<file path="src/ctm_cfg.svh">
`ifndef CTM_CFG_SVH
`define CTM_CFG_SVH

// Register byte addresses on the APB bus.
`define CTM_ADDR_W          12
`define CTM_CHMAP_OFS       12'h000
`define CTM_STATUS_OFS      12'h004

// Channel map register fields.
`define CTM_CHMAP_W         16
`define CTM_CHMAP_RESET     16'h0001
`define CTM_CHMAP_WMASK     16'hb3ff
`define CTM_EN_BIT          15
`define CTM_SETUP_HI        13
`define CTM_SETUP_LO        12
`define CTM_POS_HI          9
`define CTM_POS_LO          5
`define CTM_NEG_HI          4
`define CTM_NEG_LO          0

// Status register fields.
`define CTM_ST_BUSY_BIT     0
`define CTM_ST_CH_HI        2
`define CTM_ST_CH_LO        1
`define CTM_ST_CH3_BIT      3
`define CTM_ST_SETUP_HI     5
`define CTM_ST_SETUP_LO     4
`define CTM_ST_POS_HI       10
`define CTM_ST_POS_LO       6
`define CTM_ST_NEG_HI       15
`define CTM_ST_NEG_LO       11

// Multiplexer selector codes.
`define CTM_SEL_ANALOG_IN_ZERO        5'h00
`define CTM_SEL_ANALOG_IN_ONE        5'h01
`define CTM_SEL_ANALOG_IN_TWO        5'h02
`define CTM_SEL_ANALOG_IN_THREE        5'h03
`define CTM_SEL_ANALOG_IN_FOUR        5'h04
`define CTM_SEL_REFP        5'h15

// Reset view of the state captured at a conversion start.
`define CTM_SETUP_RESET     2'h0
`define CTM_POS_RESET       5'h00
`define CTM_NEG_RESET       5'h01
`define CTM_POS_ROUTE_RESET 6'h01
`define CTM_NEG_ROUTE_RESET 6'h02

// This logic controls channel index 3 of four.
`define CTM_OWN_CHAN        2'h3

`endif

</file>
<file path="src/ctm_pkg.sv">
package ctm_pkg;
  typedef enum logic [0:0] {
    CTM_IDLE = 1'b0,
    CTM_CONV = 1'b1
  } ctm_seq_state_t;

  typedef logic [1:0] ctm_chan_t;
  typedef logic [1:0] ctm_setup_t;
  typedef logic [4:0] ctm_sel_t;
  // One-hot terminal route: bits 0..4 analog inputs, bit 5 positive reference.
  typedef logic [5:0] ctm_route_t;
endpackage : ctm_pkg

</file>
<file path="src/ctm_seq_if.sv">
`timescale 1ns/10ps
interface ctm_seq_if;
  import ctm_pkg::*;
  logic [3:0] chan_enables;
  logic       conv_done;
  logic       conv_start;
  ctm_chan_t  active_chan;
  logic       busy;

  modport seq (
    input  chan_enables,
    input  conv_done,
    output conv_start,
    output active_chan,
    output busy
  );
  modport ctrl (
    output chan_enables,
    output conv_done,
    input  conv_start,
    input  active_chan,
    input  busy
  );
endinterface : ctm_seq_if

</file>
<file path="src/ctm_seq.sv">
`timescale 1ns/10ps
`include "ctm_cfg.svh"
module ctm_seq (
  // Clock and reset.
  input  wire logic  pclk,
  input  wire logic  presetn,
  // Sequencing handshake.
  ctm_seq_if.seq     sif
);
  import ctm_pkg::*;

  ctm_seq_state_t state_q, state_d;
  ctm_chan_t      chan_q, chan_d;
  logic           start_q, start_d;

  // Finds the first enabled channel after cur, wrapping, cur itself last.
  function automatic ctm_chan_t next_enabled(input ctm_chan_t cur, input logic [3:0] en);
    ctm_chan_t res;
    ctm_chan_t cand;
    res = cur;
    for (int k = 4; k >= 1; k--) begin
      cand = ctm_chan_t'(cur + ctm_chan_t'(k));
      if (en[cand]) begin
        res = cand;
      end
    end
    return res;
  endfunction : next_enabled

  always_comb begin
    state_d = state_q;
    chan_d  = chan_q;
    start_d = 1'b0;
    unique case (state_q)
      CTM_IDLE: begin
        if (|sif.chan_enables) begin
          state_d = CTM_CONV;
          chan_d  = next_enabled(`CTM_OWN_CHAN, sif.chan_enables);
          start_d = 1'b1;
        end
      end
      CTM_CONV: begin
        if (sif.conv_done) begin
          if (|sif.chan_enables) begin
            chan_d  = next_enabled(chan_q, sif.chan_enables);
            start_d = 1'b1;
          end else begin
            state_d = CTM_IDLE;
          end
        end
      end
    endcase
  end

  always_ff @(posedge pclk or negedge presetn) begin
    if (!presetn) begin
      state_q <= CTM_IDLE;
      chan_q  <= 2'h0;
      start_q <= 1'b0;
    end else begin
      state_q <= state_d;
      chan_q  <= chan_d;
      start_q <= start_d;
    end
  end

  assign sif.conv_start  = start_q;
  assign sif.active_chan = chan_q;
  assign sif.busy        = (state_q == CTM_CONV);
endmodule : ctm_seq

</file>
<file path="src/ctm_top.sv">
// Decided for this implementation: the placing of the registers and the APB register port.
`timescale 1ns/10ps
`include "ctm_cfg.svh"
module ctm_top (
  // Clock and reset.
  input  wire logic               pclk,
  input  wire logic               presetn,
  // APB slave.
  input  wire logic               psel,
  input  wire logic               penable,
  input  wire logic               pwrite,
  input  wire logic [11:0]        paddr,
  input  wire logic [31:0]        pwdata,
  output logic [31:0]             prdata,
  output logic                    pready,
  output logic                    pslverr,
  // Other channels and converter, same clock.
  input  wire logic [2:0]         other_chan_enables,
  input  wire logic               conv_done,
  output logic                    conv_start,
  output ctm_pkg::ctm_chan_t      active_channel,
  // Applied configuration for this channel.
  output logic                    chan3_enable,
  output logic                    chan3_converting,
  output ctm_pkg::ctm_setup_t     setup_index,
  output ctm_pkg::ctm_route_t     pos_route,
  output ctm_pkg::ctm_route_t     neg_route
);
  import ctm_pkg::*;

  ctm_seq_if sif ();

  // Register bus state.
  logic [15:0] chmap_q, chmap_d;
  logic [31:0] rdata_q, rdata_d;
  // State captured at this channel's conversion start.
  ctm_setup_t  setup_q, setup_d;
  ctm_sel_t    pos_q, pos_d;
  ctm_sel_t    neg_q, neg_d;
  ctm_route_t  pos_route_q, pos_route_d;
  ctm_route_t  neg_route_q, neg_route_d;
  logic        ch3_q, ch3_d;
  // Bus decode and status view.
  logic        wr_en;
  logic        rd_setup;
  logic        mapped;
  logic        own_start;
  logic [31:0] status;

  // Decodes a selector code to a one-hot terminal route; unlisted codes route nothing.
  function automatic ctm_route_t route_of(input ctm_sel_t sel);
    ctm_route_t r;
    r = 6'h00;
    unique case (sel)
      `CTM_SEL_ANALOG_IN_ZERO: r = 6'h01;
      `CTM_SEL_ANALOG_IN_ONE: r = 6'h02;
      `CTM_SEL_ANALOG_IN_TWO: r = 6'h04;
      `CTM_SEL_ANALOG_IN_THREE: r = 6'h08;
      `CTM_SEL_ANALOG_IN_FOUR: r = 6'h10;
      `CTM_SEL_REFP: r = 6'h20;
      default:       r = 6'h00;
    endcase
    return r;
  endfunction : route_of

  // Address decode, shared by the write strobe, the read mux and the error flag.
  function automatic logic hits_chmap(input logic [11:0] addr);
    return addr == `CTM_CHMAP_OFS;
  endfunction : hits_chmap

  function automatic logic hits_status(input logic [11:0] addr);
    return addr == `CTM_STATUS_OFS;
  endfunction : hits_status

  // Field views of the channel map word.
  function automatic logic chmap_enabled(input logic [15:0] word);
    return word[`CTM_EN_BIT];
  endfunction : chmap_enabled

  function automatic ctm_setup_t chmap_setup(input logic [15:0] word);
    return word[`CTM_SETUP_HI:`CTM_SETUP_LO];
  endfunction : chmap_setup

  function automatic ctm_sel_t chmap_pos(input logic [15:0] word);
    return word[`CTM_POS_HI:`CTM_POS_LO];
  endfunction : chmap_pos

  function automatic ctm_sel_t chmap_neg(input logic [15:0] word);
    return word[`CTM_NEG_HI:`CTM_NEG_LO];
  endfunction : chmap_neg

  // Picks the read word for an address; unmapped addresses read zero.
  function automatic logic [31:0] read_word(
    input logic [11:0] addr,
    input logic [15:0] chmap,
    input logic [31:0] stat
  );
    logic [31:0] w;
    w = 32'h0000_0000;
    if (hits_chmap(addr)) begin
      w = {16'h0000, chmap};
    end else if (hits_status(addr)) begin
      w = stat;
    end
    return w;
  endfunction : read_word

  // Round-robin sequencer over the four channel enables.
  ctm_seq u_seq (
    .pclk    (pclk),
    .presetn (presetn),
    .sif     (sif.seq)
  );

  assign sif.chan_enables = {chmap_enabled(chmap_q), other_chan_enables};
  assign sif.conv_done    = conv_done;
  assign own_start        = sif.conv_start && (sif.active_chan == `CTM_OWN_CHAN);

  // Register bus: zero wait states, error only on unmapped addresses.
  assign mapped   = hits_chmap(paddr) || hits_status(paddr);
  assign wr_en    = psel && penable && pwrite && hits_chmap(paddr);
  assign rd_setup = psel && !penable && !pwrite;
  assign pready   = 1'b1;
  assign pslverr  = psel && penable && !mapped;

  // Status word: busy, channel, own-conversion flag and the captured fields.
  always_comb begin
    status = 32'h0000_0000;
    status[`CTM_ST_BUSY_BIT]                 = sif.busy;
    status[`CTM_ST_CH_HI:`CTM_ST_CH_LO]       = sif.active_chan;
    status[`CTM_ST_CH3_BIT]                  = ch3_q;
    status[`CTM_ST_SETUP_HI:`CTM_ST_SETUP_LO] = setup_q;
    status[`CTM_ST_POS_HI:`CTM_ST_POS_LO]     = pos_q;
    status[`CTM_ST_NEG_HI:`CTM_ST_NEG_LO]     = neg_q;
  end

  // Read data is fetched in the setup cycle so it stands for the whole access phase.
  always_comb begin
    chmap_d = chmap_q;
    rdata_d = rdata_q;
    if (wr_en) begin
      // Reserved bits are dropped so they always read back as zero.
      chmap_d = pwdata[15:0] & `CTM_CHMAP_WMASK;
    end
    if (rd_setup) begin
      rdata_d = read_word(paddr, chmap_q, status);
    end
  end

  always_ff @(posedge pclk or negedge presetn) begin
    if (!presetn) begin
      chmap_q <= `CTM_CHMAP_RESET;
      rdata_q <= 32'h0000_0000;
    end else begin
      chmap_q <= chmap_d;
      rdata_q <= rdata_d;
    end
  end

  // Setup and routing are captured when this channel's conversion starts.
  // A write that lands later waits for the next start of this channel.
  always_comb begin
    setup_d     = setup_q;
    pos_d       = pos_q;
    neg_d       = neg_q;
    pos_route_d = pos_route_q;
    neg_route_d = neg_route_q;
    ch3_d       = ch3_q;
    if (sif.conv_start) begin
      ch3_d = own_start;
      if (own_start) begin
        setup_d     = chmap_setup(chmap_q);
        pos_d       = chmap_pos(chmap_q);
        neg_d       = chmap_neg(chmap_q);
        pos_route_d = route_of(chmap_pos(chmap_q));
        neg_route_d = route_of(chmap_neg(chmap_q));
      end
    end else if (!sif.busy) begin
      // The flag drops once the sequencer has gone idle.
      ch3_d = 1'b0;
    end
  end

  // The reset view matches the channel map reset: input zero against input one.
  always_ff @(posedge pclk or negedge presetn) begin
    if (!presetn) begin
      setup_q     <= `CTM_SETUP_RESET;
      pos_q       <= `CTM_POS_RESET;
      neg_q       <= `CTM_NEG_RESET;
      pos_route_q <= `CTM_POS_ROUTE_RESET;
      neg_route_q <= `CTM_NEG_ROUTE_RESET;
      ch3_q       <= 1'b0;
    end else begin
      setup_q     <= setup_d;
      pos_q       <= pos_d;
      neg_q       <= neg_d;
      pos_route_q <= pos_route_d;
      neg_route_q <= neg_route_d;
      ch3_q       <= ch3_d;
    end
  end

  assign prdata           = rdata_q;
  assign conv_start       = sif.conv_start;
  assign active_channel   = sif.active_chan;
  assign chan3_enable     = chmap_q[`CTM_EN_BIT];
  assign chan3_converting = ch3_q;
  assign setup_index      = setup_q;
  assign pos_route        = pos_route_q;
  assign neg_route        = neg_route_q;
endmodule : ctm_top

</file>
<file path="config.mk">
export PLATFORM = sky130hd
export DESIGN_NAME = ctm_top
export DESIGN_NICKNAME = d
export VERILOG_FILES = /design/src/ctm_pkg.sv /design/src/ctm_seq_if.sv /design/src/ctm_seq.sv /design/src/ctm_top.sv
export VERILOG_INCLUDE_DIRS = /design/src
export SDC_FILE = /design/constraint.sdc
export NUM_CORES = 1
export LEC_CHECK = 0
export CORE_MARGIN = 5
export CORE_UTILIZATION = 50
export DETAILED_ROUTE_END_ITERATION = 10
export DONT_BUFFER_PORTS = 1
export GPL_ROUTABILITY_DRIVEN = 0
export GPL_TIMING_DRIVEN = 0
export MAX_ROUTING_LAYER = met4
export PLACE_DENSITY = 0.66
export SKIP_CTS_REPAIR_TIMING = 1
export SLEW_MARGIN = 20
export SYNTH_ARGS = -nofsm -noshare
export SYNTH_HDL_FRONTEND = slang
export SYNTH_SLANG_ARGS = --single-unit
</file>
<file path="constraint.sdc">
create_clock -name pclk -period 1.6 [get_ports pclk]
set_clock_uncertainty 0.15 [all_clocks]
set_input_delay 0.24 -clock pclk [delete_from_list [all_inputs] [get_ports pclk]]
set_output_delay 0.24 -clock pclk [all_outputs]
set_load 0.02 [all_outputs]
</file>
==> results.md, run 1 <==
* **slowest cell delay on critical path** 480 ps
* **overall die height** 85.0 um
* **category of the worst setup path capture point** flip-flop
* **DRT antenna net count** 0
* **clock tree buffer depth** 2
* **clock period minus final worst setup slack** 1740 ps
* **violated checks** negative hold slack, negative setup slack
* **total I/O pin count** 106
* **relative slew slack** 65.9%
* **final count of hold timing violations** 59
* **antenna violations before repair** 0
* **Setup CP Type** flip-flop to flip-flop
* **average routed wire per standard cell** 17.6 um
* **sum of buffers and inverters on the critical path** 1
* **Worst R2R Path Depth** 5
* **measured slew at the worst slew-check pin** 512 ps
* **Total Routed Length** 6570 um
* **cell chosen for the clock root** sky130_fd_sc_hd__clkbuf_8
* **Worst EP required** 1660 ps
* **overall power after layout** 0.00365 W
* **maximum clock frequency** 0.575 GHz
* **pin count of the biggest net entering global routing** 59
* **flip-flop and latch count after synthesis** 58
* **total cell area at the placement stage** 0.00301 mm^2
* **horizontal extent of the die** 85.0 um
* **proportion of register bits with asynchronous set or reset after synthesis** 100%
* **ys flop type** sky130_fd_sc_hd__dfrtp_1
* **netlist area before placement** 0.00281 mm^2
* **most common cell after layout, fill and taps aside** sky130_fd_sc_hd__dfrtp_1
* **reported leakage power** 1.63 nW
* **setup slack at placement** -463 ps
* **CP cell instances** buf_2 > nor4b_2 > nand2_1 > and3_4 > a31o_2
* **Num Clock Sinks** 58
* **sequential fraction of design power** 46.7%
* **final setup vio count** 4
* **hold_ws** -538 ps
* **H-tree depth** 3
* **initial core utilization** 51.3%
* **sw frac** 30.1%
* **proportion of layout cells with a drive suffix above 1** 31.5%
* **switching power of the nets** 0.00110 W
* **number of nets in the final layout** 351
* **number of vias per cell after detailed routing** 5.50
* **average footprint of a synthesized cell** 11.2 um^2
* **most used cells in the layout excluding fill and tap cells** sky130_fd_sc_hd__dfrtp_1 (47), sky130_fd_sc_hd__nand2_1 (37), sky130_fd_sc_hd__buf_4 (23), sky130_fd_sc_hd__conb_1 (17), sky130_fd_sc_hd__dlygate4sd3_1 (16)
* **n_diodes** 0
* **Hold/Removal Path Class** primary input to asynchronous set/reset pin
* **fin worst setup slack** -140 ps
* **run status** finished with violations
* **cell type group with the largest total delay on the critical path** simple AND/OR/NAND/NOR gates
* **Congestion Overflow GR** 0
* **Sum Neg Setup Slack** -268 ps
* **fraction of the yosys area taken by sequential cells** 51.8%
* **CTS tree** done
* **PortBufs** 0
* **Post-synth EDFFs** 0
* **setup repair after global routing missed its margin** yes
* **area grow syn2layout** 22.5%
* **number of global-route vias before repair** 2002
* **Crit path arrival time** 1800 ps
* **Detailed Route Iter0 Violations** 87
* **Synth warnings** 0
* **HPWL after detailed placement** 4530 um
* **wire length of the first global-routing pass** 10100 um
* **Remaining DRCs** 0
* **maximum VDD drop** 0.708 mV
* **1st-pass router iterations** 4
* **Power Dens Cells** 1060 mW/mm^2
* **Via Count** 2056
* **Comb power frac** 22.2%
* **clock group share of total power** 31.1%
* **Die Area** 0.00722 mm^2
* **clock edge transition at the registers on the reported setup and hold paths** 60 ps
* **Slew Viols, Final** 0
* **post-synth cell types** 41
* **overall routing resource usage** 18.2%
* **max-cap check violation count** 0
* **Site Rows** 27
* **type of origin of the critical path** flip-flop
* **Clk Latency, worst-skew pair** 320 ps
* **post-route clock period utilization** 109%
* **Design Area, Final** 0.00344 mm^2
* **largest fanout on the critical path** 9
* **CP max stage cell** sky130_fd_sc_hd__dfrtp_2
* **Critical Path Stages** 5
* **number of cells produced by synthesis** 250
* **number of CTS-inserted buffers** 9
* **area of the core** 0.00547 mm^2
* **internal power of the cells** 0.00255 W
[cell families after synthesis]
family          share of synthesized area [%]
simple gates                             11.9
flops                                    51.8
compound gates                           11.0
mux                                      16.7
buf+inv                                  7.88
other cells                             0.267
fa+ha+maj                               0.445
[cells in the mapped netlist (3+ instances only)]
library cell	number	area, um^2
sky130_fd_sc_hd__dfrtp_1	54	1350
sky130_fd_sc_hd__nand2_1	38	143
sky130_fd_sc_hd__buf_4	17	128
sky130_fd_sc_hd__o31ai_1	16	120
sky130_fd_sc_hd__mux2_2	15	169
sky130_fd_sc_hd__mux2i_1	15	150
sky130_fd_sc_hd__o21ai_0	12	60.1
sky130_fd_sc_hd__clkbuf_1	11	41.3
sky130_fd_sc_hd__mux2_4	10	150
sky130_fd_sc_hd__inv_1	6	22.5
sky130_fd_sc_hd__dfstp_2	4	105
sky130_fd_sc_hd__nand4_1	4	25.0
sky130_fd_sc_hd__nor3_1	4	20.0
sky130_fd_sc_hd__a21oi_1	3	15.0
sky130_fd_sc_hd__a22o_1	3	26.3
sky130_fd_sc_hd__nand3_1	3	15.0
sky130_fd_sc_hd__nor2_1	3	11.3
[area by class of cell]
class	count	area, um^2
Fill cell	457	2030
Sequential cell	58	1470
Multi-Input combinational cell	169	1280
Buffer	31	220
Timing Repair Buffer	22	205
Clock buffer	13	149
Tap cell	72	90.1
Inverter	6	22.5
Clock inverter	3	15.0
[sequential cells by signal, summed over array words and instances, names as in the netlist]
register               count
chan3_converting           1
u_seq.sif.busy             1
prdata                    16
neg_q                      5
setup_index                2
chmap_q                   13
pos_route                  6
neg_route                  6
u_seq.sif.active_chan      2
u_seq.sif.conv_start       1
pos_q                      5
[metal layers]
metal,global-route usage [%],part of all wire [%],vias to the layer above,wire length [um]
met1,21.3,41,1022,2680
met3,6.50,8.1,7,531
met2,29.0,50,71,3280
li1,-,-,956,-
met5,-,0,-,0
met4,6.62,1.2,0,78
[stage by stage]
step                      cells  utilization, %  hold slack, ps
final                       374            62.9            -538
after global routing        374            62.9            -565
after CTS                   353            58.1            -554
after detailed placement    337            55.1            -204
after global placement      337            55.1            -204
after floorplan             265               -            -206
[final timing paths]
| kind | startpoint | end | slack (ps) |
|---|---|---|---|
| setup / recovery | u_seq.sif.active_chan[0]$_DFFE_PN0P_ | u_seq.sif.active_chan[1]$_DFFE_PN0P_ | -140 |
| setup reg to reg | u_seq.sif.active_chan[0]$_DFFE_PN0P_ | u_seq.sif.active_chan[1]$_DFFE_PN0P_ | -140 |
| hold reg to reg | pos_q[0]$_DFFE_PN0P_ | pos_q[0]$_DFFE_PN0P_ | 330 |
| min in group pclk | other_chan_enables[0] | u_seq.sif.busy$_DFF_PN0_ | -100 |
| hold / removal | presetn | prdata[0]$_DFFE_PN0P_ | -540 |
| max in group asynchronous | presetn | neg_q[0]$_DFFE_PN1P_ | 1660 |
[power groups by stage]
stage | Clock [W] | Combinational [W] | Sequential (W)
after floorplan | 0 | 0.000593 | 0.00171
after global placement | 0 | 0.000682 | 0.00173
after detailed placement | 0 | 0.000706 | 0.00173
after CTS | 0.00115 | 0.000712 | 0.00171
after global routing | 0.00123 | 0.000879 | 0.00172
final | 0.00114 | 0.000810 | 0.00171
Power figures use the tool's default switching activity.
==> run 2, diff against run 1 <==
--- a/config.mk
+++ b/config.mk
@@ -6,6 +6,7 @@
 export SDC_FILE = /design/constraint.sdc
 export NUM_CORES = 1
 export LEC_CHECK = 0
+export CORE_ASPECT_RATIO = 0.8
 export CORE_MARGIN = 5
 export CORE_UTILIZATION = 50
 export DETAILED_ROUTE_END_ITERATION = 10
==> run 2 against run 1 <==
The flow still finishes with violations (negative hold slack, negative setup slack). Flip-flop and latch count stayed put. Power is 4.1% higher. Core utilization is 2.0 points higher. Combinational power is 2% higher. Clock power is 11% higher. Critical endpoint unchanged. Worst hold slack worse by 22 ps. Setup slack better by 10 ps.
==> results.md, run 2 (synthesis gave the netlist of run 1 again) <==
* **run status** finished with violations
* **violated checks** negative hold slack, negative setup slack
* **clock period minus final worst setup slack** 1730 ps
* **sequential fraction of design power** 44.8%
* **Clk Latency, worst-skew pair** 340 ps
* **setup slack of the worst register-to-register path** -130 ps
* **most used cells in the layout excluding fill and tap cells** sky130_fd_sc_hd__dfrtp_1 (48), sky130_fd_sc_hd__nand2_1 (37), sky130_fd_sc_hd__buf_4 (25), sky130_fd_sc_hd__conb_1 (17), sky130_fd_sc_hd__dlygate4sd3_1 (17)
* **Remaining DRCs** 0
* **average routed wire per standard cell** 16.7 um
* **Worst R2R Path Depth** 5
* **number of CTS-inserted buffers** 9
* **reported leakage power** 1.69 nW
* **wire length of the first global-routing pass** 10300 um
* **area grow syn2layout** 26.2%
* **Setup CP Type** flip-flop to flip-flop
* **largest fanout on the critical path** 9
* **type of origin of the critical path** flip-flop
* **Crit path arrival time** 1810 ps
* **antenna violations before repair** 0
* **maximum VDD drop** 0.763 mV
* **relative slew slack** 64.4%
* **Via Count** 2051
* **clock edge transition at the registers on the reported setup and hold paths** 70 ps
* **measured slew at the worst slew-check pin** 534 ps
* **Detailed Route Iter0 Violations** 84
* **total I/O pin count** 106
* **H-tree depth** 3
* **overall power after layout** 0.00381 W
* **fin worst setup slack** -130 ps
* **max reg flops** 16
* **Die Area** 0.00723 mm^2
* **Num Clock Sinks** 58
* **1st-pass router iterations** 4
* **Worst R2R End** u_seq.sif.active_chan[1]$_DFFE_PN0P_
* **CP max stage cell** sky130_fd_sc_hd__dfrtp_2
* **Congestion Overflow GR** 0
* **cell chosen for the clock root** sky130_fd_sc_hd__clkbuf_8
* **area of the core** 0.00547 mm^2
* **HPWL after detailed placement** 4550 um
* **launching instance or port of the critical path** u_seq.sif.active_chan[0]$_DFFE_PN0P_
* **post-route clock period utilization** 108%
* **overall routing resource usage** 18.9%
* **maximum clock frequency** 0.578 GHz
* **clock tree buffer depth** 2
* **max-cap check violation count** 0
* **Critical Path Stages** 5
* **sum of buffers and inverters on the critical path** 1
* **DRT antenna net count** 0
* **Comb power frac** 21.7%
* **most common cell after layout, fill and taps aside** sky130_fd_sc_hd__dfrtp_1
* **slowest cell delay on critical path** 480 ps
* **setup repair after global routing missed its margin** yes
* **switching power of the nets** 0.00112 W
* **total cell area at the placement stage** 0.00302 mm^2
* **launching point of the worst reg2reg path** u_seq.sif.active_chan[0]$_DFFE_PN0P_
* **Hold/Removal Path Class** primary input to asynchronous set/reset pin
* **cell type group with the largest total delay on the critical path** simple AND/OR/NAND/NOR gates
* **final setup vio count** 12
* **CTS tree** done
* **number of nets in the final layout** 356
* **CP cell instances** buf_2 > nor4b_2 > nand2_1 > and3_4 > a31o_2
* **Design Area, Final** 0.00355 mm^2
* **Worst EP required** 1680 ps
* **n_diodes** 0
* **final count of hold timing violations** 60
* **PortBufs** 0
* **number of global-route vias before repair** 1982
* **clock group share of total power** 33.5%
* **overall die height** 77.1 um
* **proportion of layout cells with a drive suffix above 1** 32.6%
* **hold_ws** -560 ps
* **number of vias per cell after detailed routing** 5.33
* **Site Rows** 24
* **Total Routed Length** 6430 um
* **Power Dens Cells** 1070 mW/mm^2
* **initial core utilization** 51.4%
* **pin count of the biggest net entering global routing** 59
* **sw frac** 29.5%
* **internal power of the cells** 0.00268 W
* **Slew Viols, Final** 0
* **category of the worst setup path capture point** flip-flop
* **capturing instance or port of the critical path** u_seq.sif.active_chan[1]$_DFFE_PN0P_
* **horizontal extent of the die** 93.8 um
==> run 2: changes by cell type in the layout (fill, tap and decap cells not counted), sizes merged <==
cell,previous run,this run
dlygate4sd3,16,17
clkbuf,21,18
clkinv,3,6
bufinv,0,1
buf,29,32
==> run 2: area by class of cell <==
type | count | area [um^2]
well taps | 78 | 97.6
fillers | 443 | 1920
clock buffers | 9 | 124
flip-flops and latches | 58 | 1460
clock inverters | 7 | 60.1
plain buffers | 32 | 240
inverters | 6 | 22.5
repair buffers | 26 | 255
multi-input cells | 169 | 1280
==> run 2: worst min-delay path by stage <==
stage	startpoint	end	cells after the start
2_1_floorplan	presetn	chan3_converting$_DFFE_PN0P_	0
3_3_place_gp	presetn	prdata[5]$_DFFE_PN0P_	0
3_5_place_dp	presetn	prdata[5]$_DFFE_PN0P_	0
4_1_cts	presetn	prdata[5]$_DFFE_PN0P_	0
5_1_grt	presetn	prdata[5]$_DFFE_PN0P_	0
6_report	presetn	prdata[5]$_DFFE_PN0P_	0
==> run 2: metal layers <==
metal	up-vias	share of wire, %	wire length [um]	track usage [%]
met5	-	0	0	-
met4	0	1.4	93	5.19
met3	10	9.1	586	9.30
met2	84	45	2900	26.8
met1	992	44	2860	24.1
li1	965	-	-	-
==> run 2: per-stage QoR <==
stage / utilization (%) / hold WS, ps / setup WS (ps) / setup TNS [ps] / std cells
floorplan: - / -206 / -341 / -3920 / 265
global placement: 55.3 / -204 / -423 / -8970 / 343
detailed placement: 55.3 / -204 / -436 / -9350 / 343
CTS: 58.7 / -575 / -155 / -2350 / 359
global route: 64.9 / -580 / -201 / -1370 / 385
finish: 64.9 / -560 / -130 / -784 / 385
==> run 2: worst register-to-register path, cell delays in order (launching register included) <==
cell                      delay (ps)
sky130_fd_sc_hd__dfrtp_2         480
sky130_fd_sc_hd__buf_2           210
sky130_fd_sc_hd__nor4b_2         280
sky130_fd_sc_hd__nand2_1         120
sky130_fd_sc_hd__and3_4          190
sky130_fd_sc_hd__a31o_2          190
==> run 2: power groups by stage <==
stage / registers [W] / logic (W) / clock network (W)
after floorplan: 0.00171 / 0.000593 / 0
after global placement: 0.00173 / 0.000694 / 0
after detailed placement: 0.00173 / 0.000698 / 0
after CTS: 0.00171 / 0.000700 / 0.00131
after global routing: 0.00171 / 0.000893 / 0.00137
final: 0.00171 / 0.000826 / 0.00127
